**config.mk**
```make
export PLATFORM = sky130hd
export DESIGN_NAME = rht_top
export DESIGN_NICKNAME = d
export VERILOG_FILES = /design/src/logic/rht_pkg.sv /design/src/logic/rht_conv_if.sv /design/src/logic/rht_top.sv /design/src/logic/rht_conv.sv
export VERILOG_INCLUDE_DIRS = /design/src /design/src/logic
export SDC_FILE = /design/constraint.sdc
export NUM_CORES = 1
export LEC_CHECK = 0
export BUFFER_PORTS_ARGS = -buffer_cell sky130_fd_sc_hd__buf_2
export CAP_MARGIN = 20
export CORE_ASPECT_RATIO = 0.6
export CORE_MARGIN = 8
export CORE_UTILIZATION = 45
export CTS_CLUSTER_SIZE = 28
export DETAILED_ROUTE_END_ITERATION = 10
export SLEW_MARGIN = 25
export SYNTH_ARGS = -nofsm -noshare
export SYNTH_HDL_FRONTEND = slang
export SYNTH_SLANG_ARGS = --single-unit
```
**constraint.sdc**
```tcl
create_clock -name clk -period 3.6 [get_ports clk]
set_input_delay 0.36 -clock clk [delete_from_list [all_inputs] [get_ports clk]]
set_output_delay 0.36 -clock clk [all_outputs]
set_load 0.05 [all_outputs]
```
**src/logic/rht_defs.svh**
```systemverilog
// Purpose: Shared constants of the humidity/temperature bus target
// Assumes: 200 MHz core clock
// Notes:   Times in 10 us ticks unless named otherwise
`ifndef RHT_DEFS_SVH
`define RHT_DEFS_SVH
// Clock and time base
`define RHT_CLK_MHZ       200
`define RHT_TICK_US       10
// Reset pin: least low time in ns and cycles
`define RHT_RST_MIN_NS    1000
`define RHT_RST_MIN_CYC   ((`RHT_RST_MIN_NS*`RHT_CLK_MHZ+999)/1000)
`define RHT_RST_W         8
// Start-up times in ticks: power up 10 ms, soft reset 15 ms
`define RHT_PWRUP_10US    12'd1000
`define RHT_SRST_10US     12'd1500
// Humidity conversion, osr 3..0: 8.34/4.21/2.14/1.11 ms
`define RHT_HUM3_10US     12'd834
`define RHT_HUM2_10US     12'd421
`define RHT_HUM1_10US     12'd214
`define RHT_HUM0_10US     12'd111
// Temperature conversion, osr 3..0: 11.98/6.03/3.06/1.57 ms
`define RHT_TMP3_10US     12'd1198
`define RHT_TMP2_10US     12'd603
`define RHT_TMP1_10US     12'd306
`define RHT_TMP0_10US     12'd157
// Target address: upper six bits, strap gives the lsb
`define RHT_ADDR_HI       6'h20
// Command byte, bits 7:5 or 7:1
`define RHT_CMD_CONV      3'h2
`define RHT_CMD_RESET     7'h0f
`define RHT_CMD_HEAT_ON   7'h02
`define RHT_CMD_HEAT_OFF  7'h01
`define RHT_CMD_RD_TRH    7'h00
`define RHT_CMD_RD_RH     7'h08
// Read framing
`define RHT_TX_TRH        3'h6
`define RHT_TX_RH         3'h3
`define RHT_CRC_POLY      8'h31
`define RHT_CRC_INIT      8'h00
`endif

```
**src/logic/rht_pkg.sv**
```systemverilog
// Purpose: Types of the humidity/temperature bus target
// Assumes: Nothing
// Notes:   Constants live in rht_defs.svh
package rht_pkg;
  typedef logic [1:0] rht_osr_t;
  typedef logic [11:0] rht_tick_t;
  typedef enum logic [3:0] {
    ST_IDLE = 4'h0,
    ST_ADDR = 4'h1,
    ST_AACK = 4'h2,
    ST_CMD  = 4'h3,
    ST_CACK = 4'h4,
    ST_TX   = 4'h5,
    ST_TXR  = 4'h6,
    ST_MACK = 4'h7,
    ST_TXN  = 4'h8,
    ST_WAIT = 4'h9
  } rht_state_e;
endpackage

```
**src/logic/rht_conv_if.sv**
```systemverilog
// Purpose: Link between bus target and conversion timer
// Assumes: Single clock domain
// Notes:   tick is the shared 10 us enable
`timescale 1ns/1ps
interface rht_conv_if;
  import rht_pkg::*;
  logic     start;
  logic     clr;
  rht_osr_t osr_h;
  rht_osr_t osr_t;
  logic     tick;
  logic     busy;
  logic     done;
  modport ctl (output start, clr, osr_h, osr_t, input tick, busy, done);
  modport tmr (input start, clr, osr_h, osr_t, output tick, busy, done);
endinterface

```
**src/logic/rht_top.sv**
```systemverilog
// Purpose: Bus target of a humidity/temperature sensor
// Assumes: Bus pins are asynchronous and oversampled by clk
// Notes:   Open-drain data pin, only ever pulled low
`timescale 1ns/1ps
`include "rht_defs.svh"
module rht_top #(
  parameter int       TICK_CYC     = `RHT_TICK_US*`RHT_CLK_MHZ,
  parameter bit       SOFT_ADDR_EN = 1'b0,
  parameter bit [6:0] SOFT_ADDR    = 7'h00 // Arbitrary value
) (
  // Clock and reset
  input  wire logic        clk,
  input  wire logic        nrst,
  // Bus pins
  input  wire logic        scl_pin,
  input  wire logic        sda_in,
  output logic             sda_out,
  output logic             sda_oe,
  // Strap and reset pins
  input  wire logic        address_strap_pin,
  input  wire logic        rst_pin_n,
  // Sensor front end
  input  wire logic [15:0] raw_hum,
  input  wire logic [15:0] raw_tmp,
  // Status
  output logic             heater_en,
  output logic             ready,
  output logic             meas_busy
);
  import rht_pkg::*;
  rht_conv_if cv ();
  logic [1:0]  scl_s;
  logic [1:0]  sda_s;
  logic [1:0]  rst_s;
  logic [1:0]  strap_s;
  logic        scl_d;
  logic        sda_d;
  logic        bus_start;
  logic        bus_stop;
  logic        scl_rise;
  logic        scl_fall;
  logic        quiet;
  logic        srst;
  logic        addr_hit;
  logic [7:0]  rcnt;
  logic [7:0]  next_rcnt;
  rht_tick_t   init;
  rht_tick_t   next_init;
  logic        next_ready;
  rht_state_e  state;
  rht_state_e  next_state;
  logic [2:0]  cnt;
  logic [2:0]  next_cnt;
  logic [7:0]  sh;
  logic [7:0]  next_sh;
  logic [47:0] tx;
  logic [47:0] next_tx;
  logic [2:0]  txleft;
  logic [2:0]  next_left;
  logic        rw;
  logic        next_rw;
  logic        rd_rh;
  logic        next_rd_rh;
  logic        strap;
  logic        next_strap;
  logic        rst_pend;
  logic        next_pend;
  logic        cmd_rst;
  logic        next_cmd_rst;
  logic        start;
  logic        next_start;
  rht_osr_t    osr_h;
  rht_osr_t    next_osr_h;
  rht_osr_t    osr_t;
  rht_osr_t    next_osr_t;
  logic [15:0] hum;
  logic [15:0] next_hum;
  logic [15:0] tmp;
  logic [15:0] next_tmp;
  logic        next_oe;
  logic        next_heat;

  function automatic logic [7:0] crc8(input logic [15:0] d);
    logic [7:0] c;
    c = `RHT_CRC_INIT;
    for (int i = 15; i >= 0; i--)
      c = (c[7] ^ d[i]) ? {c[6:0], 1'b0} ^ `RHT_CRC_POLY : {c[6:0], 1'b0};
    return c;
  endfunction

  ////////////////////////////////////////////////////////////////////////
  // Pin synchronisers and bus events, no timeout anywhere
  always_ff @(posedge clk or negedge nrst)
  begin
    if (!nrst)
    begin
      scl_s   <= 2'h3;
      sda_s   <= 2'h3;
      rst_s   <= 2'h3;
      strap_s <= 2'h0;
      scl_d   <= 1'b1;
      sda_d   <= 1'b1;
    end
    else
    begin
      scl_s   <= {scl_s[0], scl_pin};
      sda_s   <= {sda_s[0], sda_in};
      rst_s   <= {rst_s[0], rst_pin_n};
      strap_s <= {strap_s[0], address_strap_pin};
      scl_d   <= scl_s[1];
      sda_d   <= sda_s[1];
    end
  end

  assign bus_start = scl_s[1] && scl_d && sda_d && !sda_s[1];
  assign bus_stop  = scl_s[1] && scl_d && !sda_d && sda_s[1];
  assign scl_rise  = scl_s[1] && !scl_d;
  assign scl_fall  = !scl_s[1] && scl_d;
  assign quiet     = !srst && !bus_start && !bus_stop;
  assign addr_hit  = (sh[6:0] == {`RHT_ADDR_HI, strap})
                  || (SOFT_ADDR_EN && sh[6:0] == SOFT_ADDR);

  ////////////////////////////////////////////////////////////////////////
  // Reset pin filter and start-up timer
  assign srst = (rcnt == 8'(`RHT_RST_MIN_CYC)) || cmd_rst;

  always_comb
  begin
    next_rcnt = rcnt;
    if (rst_s[1])
      next_rcnt = 8'h0;
    else if (rcnt != 8'(`RHT_RST_MIN_CYC))
      next_rcnt = rcnt + 8'h1;
    next_init = init;
    if (srst)
      next_init = cmd_rst ? `RHT_SRST_10US : `RHT_PWRUP_10US;
    else if (init != 12'h0 && cv.tick)
      next_init = init - 12'h1;
    next_ready = (init == 12'h0) && !srst;
  end

  always_ff @(posedge clk or negedge nrst)
  begin
    if (!nrst)
    begin
      rcnt  <= 8'h0;
      init  <= `RHT_PWRUP_10US;
      ready <= 1'b0;
    end
    else
    begin
      rcnt  <= next_rcnt;
      init  <= next_init;
      ready <= next_ready;
    end
  end

  ////////////////////////////////////////////////////////////////////////
  // Bus target
  always_comb
  begin
    next_state   = state;
    next_cnt     = cnt;
    next_sh      = sh;
    next_tx      = tx;
    next_left    = txleft;
    next_rw      = rw;
    next_rd_rh   = rd_rh;
    next_strap   = strap;
    next_pend    = rst_pend;
    next_cmd_rst = 1'b0;
    next_start   = 1'b0;
    next_osr_h   = osr_h;
    next_osr_t   = osr_t;
    next_hum     = hum;
    next_tmp     = tmp;
    next_oe      = sda_oe;
    next_heat    = heater_en;
    if (cv.done)
    begin
      next_hum = raw_hum;
      next_tmp = raw_tmp;
    end
    if (srst)
    begin
      next_state = ST_IDLE;
      next_oe    = 1'b0;
      next_heat  = 1'b0;
      next_pend  = 1'b0;
      next_rd_rh = 1'b0;
    end
    else if (bus_start)
    begin
      next_state = ST_ADDR;
      next_cnt   = 3'h0;
      next_oe    = 1'b0;
      next_strap = strap_s[1];
    end
    else if (bus_stop)
    begin
      next_state   = ST_IDLE;
      next_oe      = 1'b0;
      next_cmd_rst = rst_pend;
      next_pend    = 1'b0;
    end
    else
      case (state)
        ST_ADDR, ST_CMD:
          if (scl_rise)
          begin
            next_sh  = {sh[6:0], sda_s[1]};
            next_cnt = cnt + 3'h1;
            if (cnt == 3'h7 && state == ST_ADDR)
            begin
              next_state = (addr_hit && ready) ? ST_AACK : ST_WAIT;
              next_rw    = sda_s[1];
              next_tx    = rd_rh ? {hum, crc8(hum), 24'h0}
                                 : {tmp, crc8(tmp), hum, crc8(hum)};
              next_left  = rd_rh ? `RHT_TX_RH : `RHT_TX_TRH;
            end
            else if (cnt == 3'h7)
            begin
              next_state = ST_CACK;
              if (sh[6:4] == `RHT_CMD_CONV)
              begin
                next_start = 1'b1;
                next_osr_h = sh[3:2];
                next_osr_t = sh[1:0];
              end
              else
                case (sh[6:0])
                  `RHT_CMD_HEAT_ON:  next_heat  = 1'b1;
                  `RHT_CMD_HEAT_OFF: next_heat  = 1'b0;
                  `RHT_CMD_RD_TRH:   next_rd_rh = 1'b0;
                  `RHT_CMD_RD_RH:    next_rd_rh = 1'b1;
                  `RHT_CMD_RESET:    next_pend  = 1'b1;
                  default:           next_pend  = rst_pend;
                endcase
            end
          end
        ST_AACK, ST_CACK:
          if (scl_fall)
          begin
            next_cnt = 3'h0;
            if (!sda_oe)
              next_oe = 1'b1;
            else if (state == ST_AACK && rw)
            begin
              next_oe    = ~tx[47];
              next_state = ST_TX;
            end
            else
            begin
              next_oe    = 1'b0;
              next_state = (state == ST_AACK) ? ST_CMD : ST_WAIT;
            end
          end
        ST_TX:
        begin
          if (scl_fall)
          begin
            next_tx = {tx[46:0], 1'b0};
            next_oe = ~tx[46];
          end
          if (scl_rise)
          begin
            next_cnt = cnt + 3'h1;
            if (cnt == 3'h7)
              next_state = ST_TXR;
          end
        end
        ST_TXR:
          if (scl_fall)
          begin
            next_oe    = 1'b0;
            next_tx    = {tx[46:0], 1'b0};
            next_left  = txleft - 3'h1;
            next_state = ST_MACK;
          end
        ST_MACK:
          if (scl_rise)
            next_state = (!sda_s[1] && txleft != 3'h0) ? ST_TXN : ST_WAIT;
        ST_TXN:
          if (scl_fall)
          begin
            next_oe    = ~tx[47];
            next_cnt   = 3'h0;
            next_state = ST_TX;
          end
        default: next_state = state;
      endcase
  end

  always_ff @(posedge clk or negedge nrst)
  begin
    if (!nrst)
    begin
      state     <= ST_IDLE;
      cnt       <= 3'h0;
      sh        <= 8'h0;
      tx        <= 48'h0;
      txleft    <= 3'h0;
      rw        <= 1'b0;
      rd_rh     <= 1'b0;
      strap     <= 1'b0;
      rst_pend  <= 1'b0;
      cmd_rst   <= 1'b0;
      start     <= 1'b0;
      osr_h     <= 2'h0;
      osr_t     <= 2'h0;
      hum       <= 16'h0;
      tmp       <= 16'h0;
      sda_oe    <= 1'b0;
      sda_out   <= 1'b0;
      heater_en <= 1'b0;
      meas_busy <= 1'b0;
    end
    else
    begin
      state     <= next_state;
      cnt       <= next_cnt;
      sh        <= next_sh;
      tx        <= next_tx;
      txleft    <= next_left;
      rw        <= next_rw;
      rd_rh     <= next_rd_rh;
      strap     <= next_strap;
      rst_pend  <= next_pend;
      cmd_rst   <= next_cmd_rst;
      start     <= next_start;
      osr_h     <= next_osr_h;
      osr_t     <= next_osr_t;
      hum       <= next_hum;
      tmp       <= next_tmp;
      sda_oe    <= next_oe;
      sda_out   <= 1'b0;
      heater_en <= next_heat;
      meas_busy <= cv.busy;
    end
  end

  assign cv.start = start;
  assign cv.clr   = srst;
  assign cv.osr_h = osr_h;
  assign cv.osr_t = osr_t;

  rht_conv #(.TICK_CYC(TICK_CYC)) u_conv (
    .clk  (clk),
    .nrst (nrst),
    .cv   (cv)
  );
endmodule

```
**src/logic/rht_conv.sv**
```systemverilog
// Purpose: Tick divider and conversion duration timer
// Assumes: start is a one-cycle pulse
// Notes:   Humidity then temperature, total time of both
`timescale 1ns/1ps
`include "rht_defs.svh"
module rht_conv #(
  parameter int TICK_CYC = `RHT_TICK_US*`RHT_CLK_MHZ
) (
  // Clock and reset
  input wire logic clk,
  input wire logic nrst,
  // Control
  rht_conv_if.tmr  cv
);
  import rht_pkg::*;
  logic [15:0] div;
  logic [15:0] next_div;
  logic        tick;
  logic        next_tick;
  rht_tick_t   left;
  rht_tick_t   next_left;
  logic        busy;
  logic        next_busy;
  logic        done;
  logic        next_done;
  rht_tick_t   hum_t;
  rht_tick_t   tmp_t;

  ////////////////////////////////////////////////////////////////////////
  // Duration lookup
  always_comb
  begin
    case (cv.osr_h)
      2'h3:    hum_t = `RHT_HUM3_10US;
      2'h2:    hum_t = `RHT_HUM2_10US;
      2'h1:    hum_t = `RHT_HUM1_10US;
      default: hum_t = `RHT_HUM0_10US;
    endcase
    case (cv.osr_t)
      2'h3:    tmp_t = `RHT_TMP3_10US;
      2'h2:    tmp_t = `RHT_TMP2_10US;
      2'h1:    tmp_t = `RHT_TMP1_10US;
      default: tmp_t = `RHT_TMP0_10US;
    endcase
  end

  ////////////////////////////////////////////////////////////////////////
  // Divider and timer
  always_comb
  begin
    next_tick = (div == 16'(TICK_CYC - 1));
    next_div  = next_tick ? 16'h0 : div + 16'h1;
    next_left = left;
    next_busy = busy;
    next_done = 1'b0;
    if (cv.clr)
    begin
      next_left = '0;
      next_busy = 1'b0;
    end
    else if (cv.start)
    begin
      next_left = hum_t + tmp_t;
      next_busy = 1'b1;
      next_div  = 16'h0;
      next_tick = 1'b0;
    end
    else if (busy && tick)
    begin
      next_left = left - 12'h1;
      if (left == 12'h1)
      begin
        next_busy = 1'b0;
        next_done = 1'b1;
      end
    end
  end

  always_ff @(posedge clk or negedge nrst)
  begin
    if (!nrst)
    begin
      div  <= 16'h0;
      tick <= 1'b0;
      left <= 12'h0;
      busy <= 1'b0;
      done <= 1'b0;
    end
    else
    begin
      div  <= next_div;
      tick <= next_tick;
      left <= next_left;
      busy <= next_busy;
      done <= next_done;
    end
  end

  assign cv.tick = tick;
  assign cv.busy = busy;
  assign cv.done = done;
endmodule

```
# Word-level counts from Yosys, hierarchy flattened
# Cells that the tools add are included.
dict set report op_classes {
  reduce_logical 60
  bitwise_logic 66
  n_addsub 7
  n_mux 136
  eq_ne 48
}
# operator n
set op_table {}
lappend op_table {{$mux W48} 4}
lappend op_table {{$mux W6} 32}
lappend op_table {{$pmux W48 S2} 1}
lappend op_table {{$not A3 Y3} 30}
lappend op_table {{$mux W4} 16}
lappend op_table {{$mux W12} 5}
lappend op_table {{$mux W1} 56}
lappend op_table {{$mux W16} 3}
lappend op_table {{$ne A5 B5 Y1 const B} 9}
lappend op_table {{$pmux W11 S3} 1}
lappend op_table {{$pmux W10 S3} 1}
lappend op_table {{$reduce_bool A3 Y1} 10}
lappend op_table {{$xor A1 B1 Y1} 26}
lappend op_table {{$mux W3} 8}
lappend op_table {{$pmux W4 S6} 1}
lappend op_table {{$reduce_and A8 Y1} 3}
lappend op_table {{$sub A12 B1 Y12 const B} 2}
lappend op_table {{$reduce_and A7 Y1} 3}
lappend op_table {{$add A16 B1 Y16 const B} 1}
lappend op_table {{$eq A16 B11 Y1 const B} 1}
lappend op_table {{$eq A4 B3 Y1 const B} 4}
lappend op_table {{$mux W8} 2}
lappend op_table {{$reduce_and A5 Y1} 3}
lappend op_table {{$eq A7 B4 Y1 const B} 2}
lappend op_table {{42 further kinds} 93}
dict set report word_totals {
  out_inout_bits 5
  in_bits 38
  register_bits 172
}

# Logic depth before layout (Yosys ltp)
# Gate-level depths: netlist of the first run.
dict set report depth {
  depth_word 35
  depth_mapped 12
  mapped_depth_nobuf 12
}

# Modules after synthesis
# A second synthesis of the first run with hierarchy kept.
dict set report unflattened {
  cells_unflattened 987
  area_unflattened_um2 9858.2
}
# module area_per_inst_um2 cells_each instances
set by_module_without_submodules {}
lappend by_module_without_submodules {rht_top 7566.0 734 1}
lappend by_module_without_submodules {rht_conv 2292.2 253 1}

# Worst setup path before layout of the first run
# No wires, ideal clock.
dict set report synth_path {
  path_type {register -> register}
  start {register osr_h[0] (netlist: cv.osr_h[0])}
  end {register u_conv.left[8]}
  required_time_ns 3.506
  setup_ns 0.094
  path_buffers 0
  stages_incl_launch_ff 13
  synth_period_minus_slack_ns 2.776
  arrival_ns 2.682
  path_slack_ns 0.824
  path_cell_list {dfrtp_1 > inv_1 > ha_1 > or2_2 > ha_1 > ha_1 > o21bai_1 > a21o_1 > a21oi_1 > a21oi_1 > a31o_2 > xnor2_1 > a211oi_1}
}
dict set report synth_between {
  elab_chain_len 5
  word_cells_on_any_way 7
}
# item line_no
set synth_lines {}
lappend synth_lines {{start, declared} rht_top.sv:72} ;# rht_osr_t osr_h;
lappend synth_lines {{start signal, assigned} rht_top.sv:331} ;# osr_h <= next_osr_h;
lappend synth_lines {{$eq A2 B1 Y1 or $eq A2 B2 Y1 (tied branches)} rht_conv.sv:33} ;# case (cv.osr_h)
lappend synth_lines {{$pmux W10 S3 *} rht_conv.sv:33}
lappend synth_lines {{$add A10 B11 Y12 *} rht_conv.sv:63} ;# next_left = hum_t + tmp_t;
lappend synth_lines {{$mux W12 *} rht_conv.sv:61} ;# else if (cv.start)
lappend synth_lines {{$mux W12 *} rht_conv.sv:56} ;# if (cv.clr)
lappend synth_lines {{end signal, assigned} rht_conv.sv:93} ;# left <= next_left;
lappend synth_lines {{end, declared} rht_conv.sv:20} ;# rht_tick_t left;
# Every way passes the cells marked *; elsewhere a longest branch is shown, timed or not.
# A chain may end at the register's enable or synchronous reset.

# Worst setup path in the final report of the first run
# Ends and elaborated chain as after synthesis.

==> results.md, run 1 <==
- Met2 Routed Length: 7.81 mm
- Clk_lat worst skew: 0.43 ns
- Final net count: 1078
- LEAKAGE: 4.84 nW
- Largest net degree at the start of global routing: 80
- Post-Syn Area: 9590 µm²
- Setup TNS: 0 ns
- Register area share after synthesis: 45.1%
- Library cells used by synthesis: 65
- Post-Syn Instances: 982
- Core area: 21000 µm²
- CTS buffer count: 17
- WHS: 0.0253 ns
- Syn_nets: 1052
- Max Fclk: 0.330 GHz
- MaxCap Viol Count: 0
- Relative slew slack: 48.1%
- Clock sink count: 172
- Largest cells by area after synthesis: dfrtp_1 (41%), xnor2_1 (5.9%), mux2_2 (4.9%)
- Final setup violation count: 0
- Top post-synthesis cells by count: dfrtp_1 (158), nor2_1 (99), nand2_1 (93)
- Flops & latches, synth: 172
- Iteration-0 DRC Markers: 647
- Syn_area_per_cell: 9.77 µm²
- Vias in the first global route: 6416
- Tot GR Track Use: 16.8%
- Synth top area share: 41.2%
- EDFF count, synth: 0
- CTS tree: built
- Slew Limit Fails: 0
- ANT nets after route: 0
- Final wirelength: 21.1 mm
- Cts-stage hold buffer count: 2
- Synth area leader: dfrtp_1
- Synth warn: 0
- Worst-path maximum fanout: 7
- Status: completed
- Cts repair resizes: 0
- Final HPWL DP: 15.3 mm
- Async S/R FF share, synth: 100%
- Fill cells: 1905
- Die Y: 129 µm
- Overflow after GRT: 0
- Final hold violations: 0
- Endpoint class of the critical path: flip-flop
- DIE WIDTH: 204 µm
- Share of cells above drive strength 1: 15.3%
- Period utilization: 84.1%
- Detailed Routing Iterations Pass 1: 4
- Post-CTS Setup Repair Bufs: 0
- Pwr per Cell Area: 406 nW/µm²
- Worst slew pin tran: 0.773 ns
- DR top layer: met4
- P&R area growth vs syn: 11.6%
- DR WL/cell: 16.3 µm
- Rows: 41
- First-pass GRT wire length: 35.3 mm
- Startpoint Class: flip-flop
- RePlAce Congestion: 0.899
- Worst VDD drop: 0.000324 V
- Ant diodes: 0
- CTS Buffer Depth: 2
- Setup CP Type: flip-flop to flip-flop
- Worst Skew: 0.0142 ns
- WL met1: 12.2 mm
- Via/cell ratio: 5.24
- Root buffer cell: clkbuf_16
- Remaining routing DRC violations: 0
- Htree depth: 4
- Arrival time worst endpoint: 3.37 ns
- Initial antenna violation count: 0
- Routed wl met3: 919 µm
- Starting density of the core: 45.7%
- Most common cell in the netlist: dfrtp_1
- Unrepaired setup endpoints after global routing: no
- # port buffers: 41
- Fin crit period: 3.03 ns
- Crit path required time: 3.94 ns
- Routed vias: 6814
- I/O pins: 43
- Main synth FF type: dfrtp_1
- HP Class: input pin to flip-flop
- Clk slew on worst S/H paths: 0.07 ns
- Die area: 26400 µm²
-- area by class of cell --
| class | count | area, µm² | area share (%) |
|---|---|---|---|
| Inverter | 35 | 131 | 1.23 |
| Sequential cell | 172 | 4320 | 40.4 |
| Clock buffer | 20 | 457 | 4.27 |
| Clock inverter | 12 | 113 | 1.05 |
| Timing Repair Buffer | 59 | 402 | 3.75 |
| Multi-Input combinational cell | 723 | 4930 | 46.1 |
| Tap cell | 279 | 349 | 3.26 |
-- worst paths after layout --
| check | slack, ns | cells after the start | startpoint | end |
|---|---|---|---|---|
| min in group asynchronous | 0.53 | 2 | nrst | rcnt[3] |
| min reg2reg | 0.36 | 0 | rst_s[0] | rst_s[1] |
| min | 0.03 | 1 | scl_pin | scl_s[0] |
| max | 0.57 | 12 | cv.osr_h[0] | u_conv.left[8] |
| max reg2reg | 0.57 | 12 | cv.osr_h[0] | u_conv.left[8] |
| max in group asynchronous | 2.29 | 3 | nrst | tx[18] |
-- report_power, final --
group	switching (mW)	leakage (nW)	total, mW	internal [mW]
Clock	0.797	0.283	1.80	0.998
Combinational	0.225	2.26	0.394	0.169
Sequential	0.124	2.31	2.16	2.04
-- cell usage in the layout (no fill, tap or decap), types with 5 or more instances in the layout --
master,n
dfrtp_1,157
o211ai_1,6
xnor2_1,65
nand3_1,16
mux2i_1,22
nor3b_1,18
nand2b_1,9
buf_2,40
nand2_1,93
mux2_2,42
clkbuf_16,17
buf_4,12
nor3_1,22
a211oi_1,10
xnor3_1,7
a21o_1,8
a21oi_1,70
a31oi_1,5
ha_1,32
xor2_1,38
o21ai_0,70
inv_1,35
nor4_1,5
dfstp_2,14
and3_1,13
nor2_1,99
-- metal layers --
metal	vias up	GRT usage [%]
met5	-	0
met4	0	4.56
met3	11	3.74
met2	137	20.5
met1	3230	28.0
li1	3436	-
-- metrics by stage --
| stage | worst slack (ns) | instance area (µm²) | utilization, % | std cells | power (mW) |
|---|---|---|---|---|---|
| final | 0.573 | 10700 | 51.0 | 1300 | 4.35 |
| after global routing | 0.311 | 10700 | 51.0 | 1300 | 4.56 |
| after CTS | 0.583 | 10700 | 51.0 | 1300 | 4.39 |
| after detailed placement | 0.568 | 10100 | 48.2 | 1266 | 2.58 |
| after global placement | 0.663 | 10100 | 48.2 | 1266 | 2.58 |
| after floorplan | 0.824 | 9590 | - | 982 | 2.42 |
-- registers in the layout, indices dropped and copies added (netlist names), 2 cells and up --
signal       flops
tx              48
hum             16
tmp             16
u_conv.div      16
init            12
u_conv.left     12
rcnt             8
sh               7
state            4
cnt              3
txleft           3
cv.osr_h         2
cv.osr_t         2
rst_s            2
scl_s            2
sda_s            2
strap_s          2
-- cell families after synthesis --
family                     Yosys count  share of synthesized area, %
xor gates and xnor gates           115                          12.3
adders and majority gates           32                          4.17
muxes                               64                          7.23
buffers and inverters               87                          3.55
other                                1                        0.0391
AOI/OAI and AO/OA                  202                          12.3
DFF                                172                          45.1
and+or+nand+nor                    309                          15.3
-- worst max-delay path, cell delays in order (launching register included) --
cell and delay, ns:
dfrtp_1 0.40, inv_1 0.11, ha_1 0.30, or2_2 0.35, ha_1 0.23, ha_1 0.18
o21bai_1 0.17, a21o_1 0.19, a21oi_1 0.21, a21oi_1 0.15, a31o_2 0.30, xnor2_1 0.12
a211oi_1 0.22
Note: power is estimated with default switching activity, not from simulation.
==> run 2: changes to the inputs <==
ABC_AREA = 1   (was default)
clock period = 3.1 ns   (was 3.6 ns; I/O delays follow)
==> run 2 against run 1 <==
Against the previous run:
- combinational power increased to 8.0 times the previous value
- setup slack lost 0.24 ns
- global-route usage increased by 1.9 points
- via count up 25%
- final area is 4.4% higher
- critical path depth increased by 4
- sequential share of layout area shrank 1.7 points
- die area is 4.5% higher
- worst hold slack gained 0.043 ns
- first-iteration DRC count up 33%
- critical endpoint is now u_conv.left[11]
==> results.md, run 2 <==
- Setup CP Type: flip-flop to flip-flop
- Arrival time worst endpoint: 3.09 ns (-0.28 ns)
- Post-Syn Area: 10100 µm² (+5.0%)
- EDFF count, synth: 0 (unchanged)
- HP Class: input pin to flip-flop
- Levels on crit path: 16 (+4)
- CTS buffer count: 17 (unchanged)
- Synth area leader: dfrtp_1
- Crit path top cell by count: nand2_1
- Vias in the first global route: 7735 (+21%)
- Async S/R FF share, synth: 100% (unchanged)
- P&R area growth vs syn: 11.0%
- CP endpoint: u_conv.left[11]
- First-pass GRT wire length: 42.1 mm (+19%)
- Final net count: 1418 (+32%)
- Most frequent cells in the layout: nand2_1 (286), inv_1 (165), dfrtp_1 (157), nor2_1 (121), o21ai_0 (92)
- Top post-synthesis cells by count: nand2_1 (286), inv_1 (165), dfrtp_1 (158)
- ANT nets after route: 0 (unchanged)
- Tot GR Track Use: 18.7% (+1.9 points)
- Root buffer cell: clkbuf_16
- R2R depth: 16 (+4)
- Worst-path maximum fanout: 5 (-2)
- Slew Limit Fails: 0 (unchanged)
- Max Fclk: 0.362 GHz (+9.5%)
- Die area: 27600 µm² (+4.5%)
- CTS Buffer Depth: 2 (unchanged)
- Post-CTS Setup Repair Bufs: 0 (unchanged)
- DIE WIDTH: 209 µm (+2.3%)
- Fin crit period: 2.76 ns (-0.263 ns)
- Clk slew on worst S/H paths: 0.07 ns (about the same)
- Ant diodes: 0 (unchanged)
- Die Y: 132 µm (+2.2%)
- Commonest non-fill, non-tap cell in the layout: nand2_1
- Initial antenna violation count: 0 (unchanged)
- Crit path buf inv count: 2 (+1)
- Rows: 42 (+2.4%)
- Clock sink count: 172 (unchanged)
- Routed vias: 8512 (+25%)
- CTS tree: built
- Critical R2R Launch: cv.osr_h[0]
- Detailed Routing Iterations Pass 1: 5 (+1)
- Largest net degree at the start of global routing: 69 (-14%)
- Worst Setup SP: cv.osr_h[0]
- Via/cell ratio: 5.17 (-1.4%)
- Slowest CP cell: dfrtp_1
- Register area share after synthesis: 42.9% (-2.1 points)
- Synth warn: 0 (unchanged)
- Main synth FF type: dfrtp_1
- LEAKAGE: 5.50 nW (+14%)
- R2R Setup Slk: 0.34 ns (-0.24 ns)
- Htree depth: 4 (unchanged)
- Most common cell in the netlist: nand2_1
- Worst slew pin tran: 0.657 ns (-0.116 ns)
- Max reg flops: 48 (unchanged)
- RR Endpoint: u_conv.left[11]
- Largest cells by area after synthesis: dfrtp_1 (39%), nand2_1 (11%), inv_1 (6.2%)
- CP top delay family: simple AND/OR/NAND/NOR gates
- Relative slew slack: 56.2% (+8.1 points)
- GRT Max-Usage Layer: met1
- Clk_lat worst skew: 0.44 ns (about the same)
- Met3 Use GR: 4.75% (+1.0 points)
- MaxCap Viol Count: 0 (unchanged)
- # port buffers: 41 (unchanged)
- Fin util: 50.8% (-0.27 points)
- Status: completed
- Final HPWL DP: 19.1 mm (+24%)
- Worst Skew: 0.0121 ns (-0.00211 ns)
- Cts repair resizes: 0 (unchanged)
- Remaining routing DRC violations: 0 (unchanged)
- Unrepaired setup endpoints after global routing: no
- CP max stage delay: 0.40 ns (about the same)
- Crit path required time: 3.43 ns (-0.51 ns)
- Period utilization: 89.2% (+5.1 points)
- WHS: 0.0688 ns (+0.0435 ns)
- Grt met1 use: 31.6% (+3.6 points)
- Worst VDD drop: 0.000423 V (+31%)
- Share of cells above drive strength 1: 13.0% (-2.3 points)
- Setup TNS: 0 ns (unchanged)
- Flops & latches, synth: 172 (unchanged)
- Syn_area_per_cell: 7.72 µm² (-21%)
- Startpoint Class: flip-flop
- Syn_nets: 1374 (+31%)
- Final hold violations: 0 (unchanged)
- Endpoint class of the critical path: flip-flop
- Register bank with the most flops: tx
- Overflow after GRT: 0 (unchanged)
- Met2 Usage GRT: 22.3% (+1.8 points)
- Post-Syn Instances: 1304 (+33%)
- Core area: 22000 µm² (+4.9%)
- Final wirelength: 25.3 mm (+20%)
- I/O pins: 43 (unchanged)
- Final setup violation count: 0 (unchanged)
- DR WL/cell: 15.4 µm (-5.5%)
- Starting density of the core: 45.7% (about the same)
- Library cells used by synthesis: 53 (-18%)
- RePlAce Congestion: 0.888 (-1.2%)
- Synth top area share: 39.3% (-2.0 points)
- Iteration-0 DRC Markers: 861 (+33%)
- Pwr per Cell Area: 752 nW/µm² (+85%)
- CP cell instances: inv_1, ha_1, or2_2, ha_1, nand2_1, a21oi_1, a211oi_1, o21ai_1, nand2_1, nand2_1, nand2_1, inv_1, o21ai_0, nand2_1, nand3_1, nand2_1
## run 2: metal layers
layer / wire length, µm / part of all wire, % / vias up
met5: 0 / 0 / -
met4: 185 / 0.73 / 0
met3: 1730 / 6.8 / 12
met2: 9220 / 36 / 217
met1: 14200 / 56 / 3913
li1: - / - / 4370
## run 2: repair_timing
item | 4_1_cts | 5_1_grt
endpoints found under the setup margin | 0 | 0
hold buffers | 5 | 0
hold endpoints to repair | 59 | 0
## run 2: per-stage QoR
| step | instance area (µm²) | power [mW] | setup WS, ns | instances |
|---|---|---|---|---|
| 2_1_floorplan | 10100 | 5.58 | 0.641 | 1304 |
| 3_3_place_gp | 10600 | 6.26 | 0.421 | 1610 |
| 3_5_place_dp | 10600 | 6.29 | 0.395 | 1610 |
| 4_1_cts | 11200 | 8.43 | 0.384 | 1647 |
| 5_1_grt | 11200 | 9.03 | 0.0549 | 1647 |
| 6_report | 11200 | 8.40 | 0.336 | 1647 |
## run 2: worst min-delay path by stage
stage,from,endpoint,slack (ns),cells after the start
final,raw_hum[14],hum[14],0.07,3
after CTS,raw_hum[14],hum[14],0.06,3
after detailed placement,strap_s[0],strap_s[1],0.33,0
after global placement,strap_s[0],strap_s[1],0.33,0
after floorplan,nrst,cmd_rst,0.01,0
after global routing,raw_hum[1],hum[1],0.07,3
## run 2: layout make-up
type                    count  area, µm²
clock buffers              20        457
repair buffers             56        349
clock inverters            12        115
fillers                  2129      10800
flip-flops and latches    172       4330
inverters                 178        673
well taps                 286        358
multi-input cells         923       4900
## run 2: logic make-up after synthesis
family | count (synthesis) | share of synthesized area, %
simple gates | 598 | 26.7
compound gates | 259 | 14.9
xor+xnor | 32 | 2.86
flops | 172 | 42.9
mux | 1 | 0.112
buf+inv | 209 | 8.44
other cells | 1 | 0.0372
fa+ha+maj | 32 | 3.98
## run 2: report_power, final
part           internal [mW]  leakage [nW]  switching [mW]  total, mW
logic                   1.13          3.25            2.03       3.15
registers               2.79          1.98           0.361       3.15
clock network           1.16         0.273           0.950       2.11
## run 2: worst min-delay path: cells and delay by family
family,cells,cell delay [ns]
AOI/OAI and AO/OA,1,0.06
buffers and inverters,1,0.07
and+or+nand+nor,1,0.03
==> run 3: changes to the inputs <==
CORE_ASPECT_RATIO = 2   (was 0.6)
==> run 3 against run 2 <==
Against the previous run:
- first-iteration DRC count is 46% lower
- die area is 0.48% higher
- combinational power is essentially flat
- global-route usage up 1.1 points
- clock skew is 0.0033 ns lower
- non-clock buffer count up 2
- routed wire length increased by 3.1%
- register-to-register slack improved by 0.05 ns
- sequential share of layout area is 0.16 points lower
- clock-buffer cell count shrank 2
- total power increased by 1.7%
==> results.md, run 3 (same netlist as run 2, synthesis figures left out) <==
- Status: completed
- Vias in the first global route: 8763 (+13%)
- Setup TNS: 0 ns (unchanged)
- Crit path required time: 3.44 ns (about the same)
- Fill cells: 2233 (+4.9%)
- DIE WIDTH: 122 µm (-42%)
- Final wirelength: 26.1 mm (+3.1%)
- Htree depth: 4 (unchanged)
- Clk_lat worst skew: 0.45 ns (about the same)
- Tot GR Track Use: 19.8% (+1.1 points)
- Max Fclk: 0.369 GHz (+1.9%)
- Max reg flops: 48 (unchanged)
- Final setup violation count: 0 (unchanged)
- I/O pins: 43 (unchanged)
- Placed Cells: 1602 (-0.50%)
- DR WL/cell: 15.9 µm (+3.6%)
- Relative slew slack: 38.0% (-18 points)
- Total Power: 8.54 mW (+1.7%)
- Cts-stage hold buffer count: 5 (unchanged)
- Share of cells above drive strength 1: 13.1% (+0.13 points)
- First-pass GRT wire length: 42.8 mm (+1.5%)
- Most frequent cells in the layout: nand2_1 (286), inv_1 (165), dfrtp_1 (157), nor2_1 (121), o21ai_0 (92)
- MaxCap Viol Count: 0 (unchanged)
- Internal power: 5.19 mW (+2.5%)
- Cts repair resizes: 0 (unchanged)
- Clk slew on worst S/H paths: 0.07 ns (about the same)
- Overflow after GRT: 0 (unchanged)
- Rows: 77 (+83%)
- Final HPWL DP: 20.1 mm (+5.5%)
- Switching share of power: 39.2% (-0.51 points)
- Worst VDD drop: 0.000452 V (+6.7%)
- Ant diodes: 0 (unchanged)
- ANT nets after route: 0 (unchanged)
- Final net count: 1420 (+0.14%)
- Post-CTS Setup Repair Bufs: 0 (unchanged)
- CTS Buffer Depth: 2 (unchanged)
- Setup CP Type: flip-flop to flip-flop
- HP Class: input pin to flip-flop
- Unrepaired setup endpoints after global routing: no
- Logic pwr share: 36.9% (-0.6 points)
- Initial antenna violation count: 0 (unchanged)
- Arrival time worst endpoint: 3.05 ns (-0.04 ns)
- Largest net degree at the start of global routing: 76 (+10%)
- Clock sink count: 172 (unchanged)
- CTS buffer count: 17 (unchanged)
- Worst-path maximum fanout: 5 (unchanged)
- Final hold violations: 0 (unchanged)
- Sequential power share: 36.7% (-0.7 points)
- Worst slew pin tran: 0.930 ns (+0.273 ns)
- Detailed Routing Iterations Pass 1: 5 (unchanged)
- Die area: 27700 µm² (+0.48%)
- Root buffer cell: clkbuf_16
- Register bank with the most flops: tx
- Commonest non-fill, non-tap cell in the layout: nand2_1
- Post-Layout Inst Area: 11200 µm² (+0.36%)
- P&R area growth vs syn: 11.4%
- Via/cell ratio: 5.32 (+2.9%)
- LEAKAGE: 5.53 nW (+0.56%)
- RePlAce Congestion: 0.916 (+3.2%)
- Clock Power Share: 26.4% (+1.3 points)
- Pwr per Cell Area: 762 nW/µm² (+1.3%)
- Die Y: 228 µm (+73%)
- Placed cell areas: 10600 µm² (about the same)
- Remaining routing DRC violations: 0 (unchanged)
- CTS tree: built
- Fin crit period: 2.71 ns (-0.0528 ns)
- Slew Limit Fails: 0 (unchanged)
- Core area: 22100 µm² (+0.20%)
- WHS Path Cells: 3 (unchanged)
- Net Switching: 3.35 mW (+0.36%)
- Starting density of the core: 45.6% (-0.091 points)
- # port buffers: 41 (unchanged)
- Period utilization: 87.5% (-1.7 points)
- Final instance count without filler cells: 1639 (-0.49%)
- Routed vias: 8715 (+2.4%)
- Worst Skew: 0.00874 ns (-0.00331 ns)
- R2R depth: 19 (+3)
- Iteration-0 DRC Markers: 468 (-46%)
- Endpoint class of the critical path: flip-flop
- Startpoint Class: flip-flop
[run 3: layer usage]
layer | part of all wire, % | wire length [µm] | GRT usage (%)
met5 | 0 | 0 | 0
met4 | 5.4 | 1410 | 13.0
met3 | 2.1 | 545 | 3.18
met2 | 57 | 14800 | 38.4
met1 | 36 | 9340 | 18.3
[run 3: power by group through the flow]
stage	clock [mW]	combinational (mW)	sequential [mW]
finish	2.26	3.15	3.14
global route	2.38	3.59	3.19
CTS	2.31	3.17	3.13
detailed placement	0	3.16	3.17
global placement	0	3.11	3.16
floorplan	0	2.48	3.10
[run 3: cell type report]
class                           instances  area, µm²  area share (%)
Clock buffer                           18        429            3.83
Sequential cell                       172       4320            38.5
Clock inverter                         14        183            1.63
Tap cell                              276        345            3.08
Inverter                              178        673            6.00
Multi-Input combinational cell        923       4900            43.7
Timing Repair Buffer                   58        364            3.25
[run 3: worst paths after layout]
| path | startpoint | end | slack [ns] |
|---|---|---|---|
| max | cv.osr_h[0] | u_conv.left[8] | 0.39 |
| min | raw_tmp[11] | tmp[11] | 0.06 |
| max reg2reg | cv.osr_h[0] | u_conv.left[8] | 0.39 |
| min reg2reg | strap_s[0] | strap_s[1] | 0.35 |
| max in group asynchronous | nrst | tx[37] | 1.83 |
| min in group asynchronous | nrst | u_conv.left[10] | 0.44 |
[run 3: stage by stage]
| stage | utilization, % | setup slack, ns | hold WS, ns |
|---|---|---|---|
| 6_report | 50.8 | 0.389 | 0.0607 |
| 5_1_grt | 50.8 | 0.0453 | 0.0651 |
| 4_1_cts | 50.8 | 0.400 | 0.0405 |
| 3_5_place_dp | 47.8 | 0.420 | 0.347 |
| 3_3_place_gp | 47.8 | 0.452 | 0.342 |
| 2_1_floorplan | - | 0.641 | 0.0144 |
[run 3: worst max-delay path: stages (launching register included)]
cell and delay [ns]:
dfrtp_1 0.40, inv_1 0.11, ha_1 0.26, or2_2 0.33, ha_1 0.22, ha_1 0.18
nor2_1 0.16, o21ai_0 0.12, nand2_1 0.10, nand2_1 0.06, nand2_1 0.08, nand2_1 0.05
nand2_1 0.07, nand2_1 0.06, nand2_1 0.05, nand2_1 0.06, xnor2_1 0.12, nand2_1 0.06
nand2_1 0.06, nand2_1 0.04
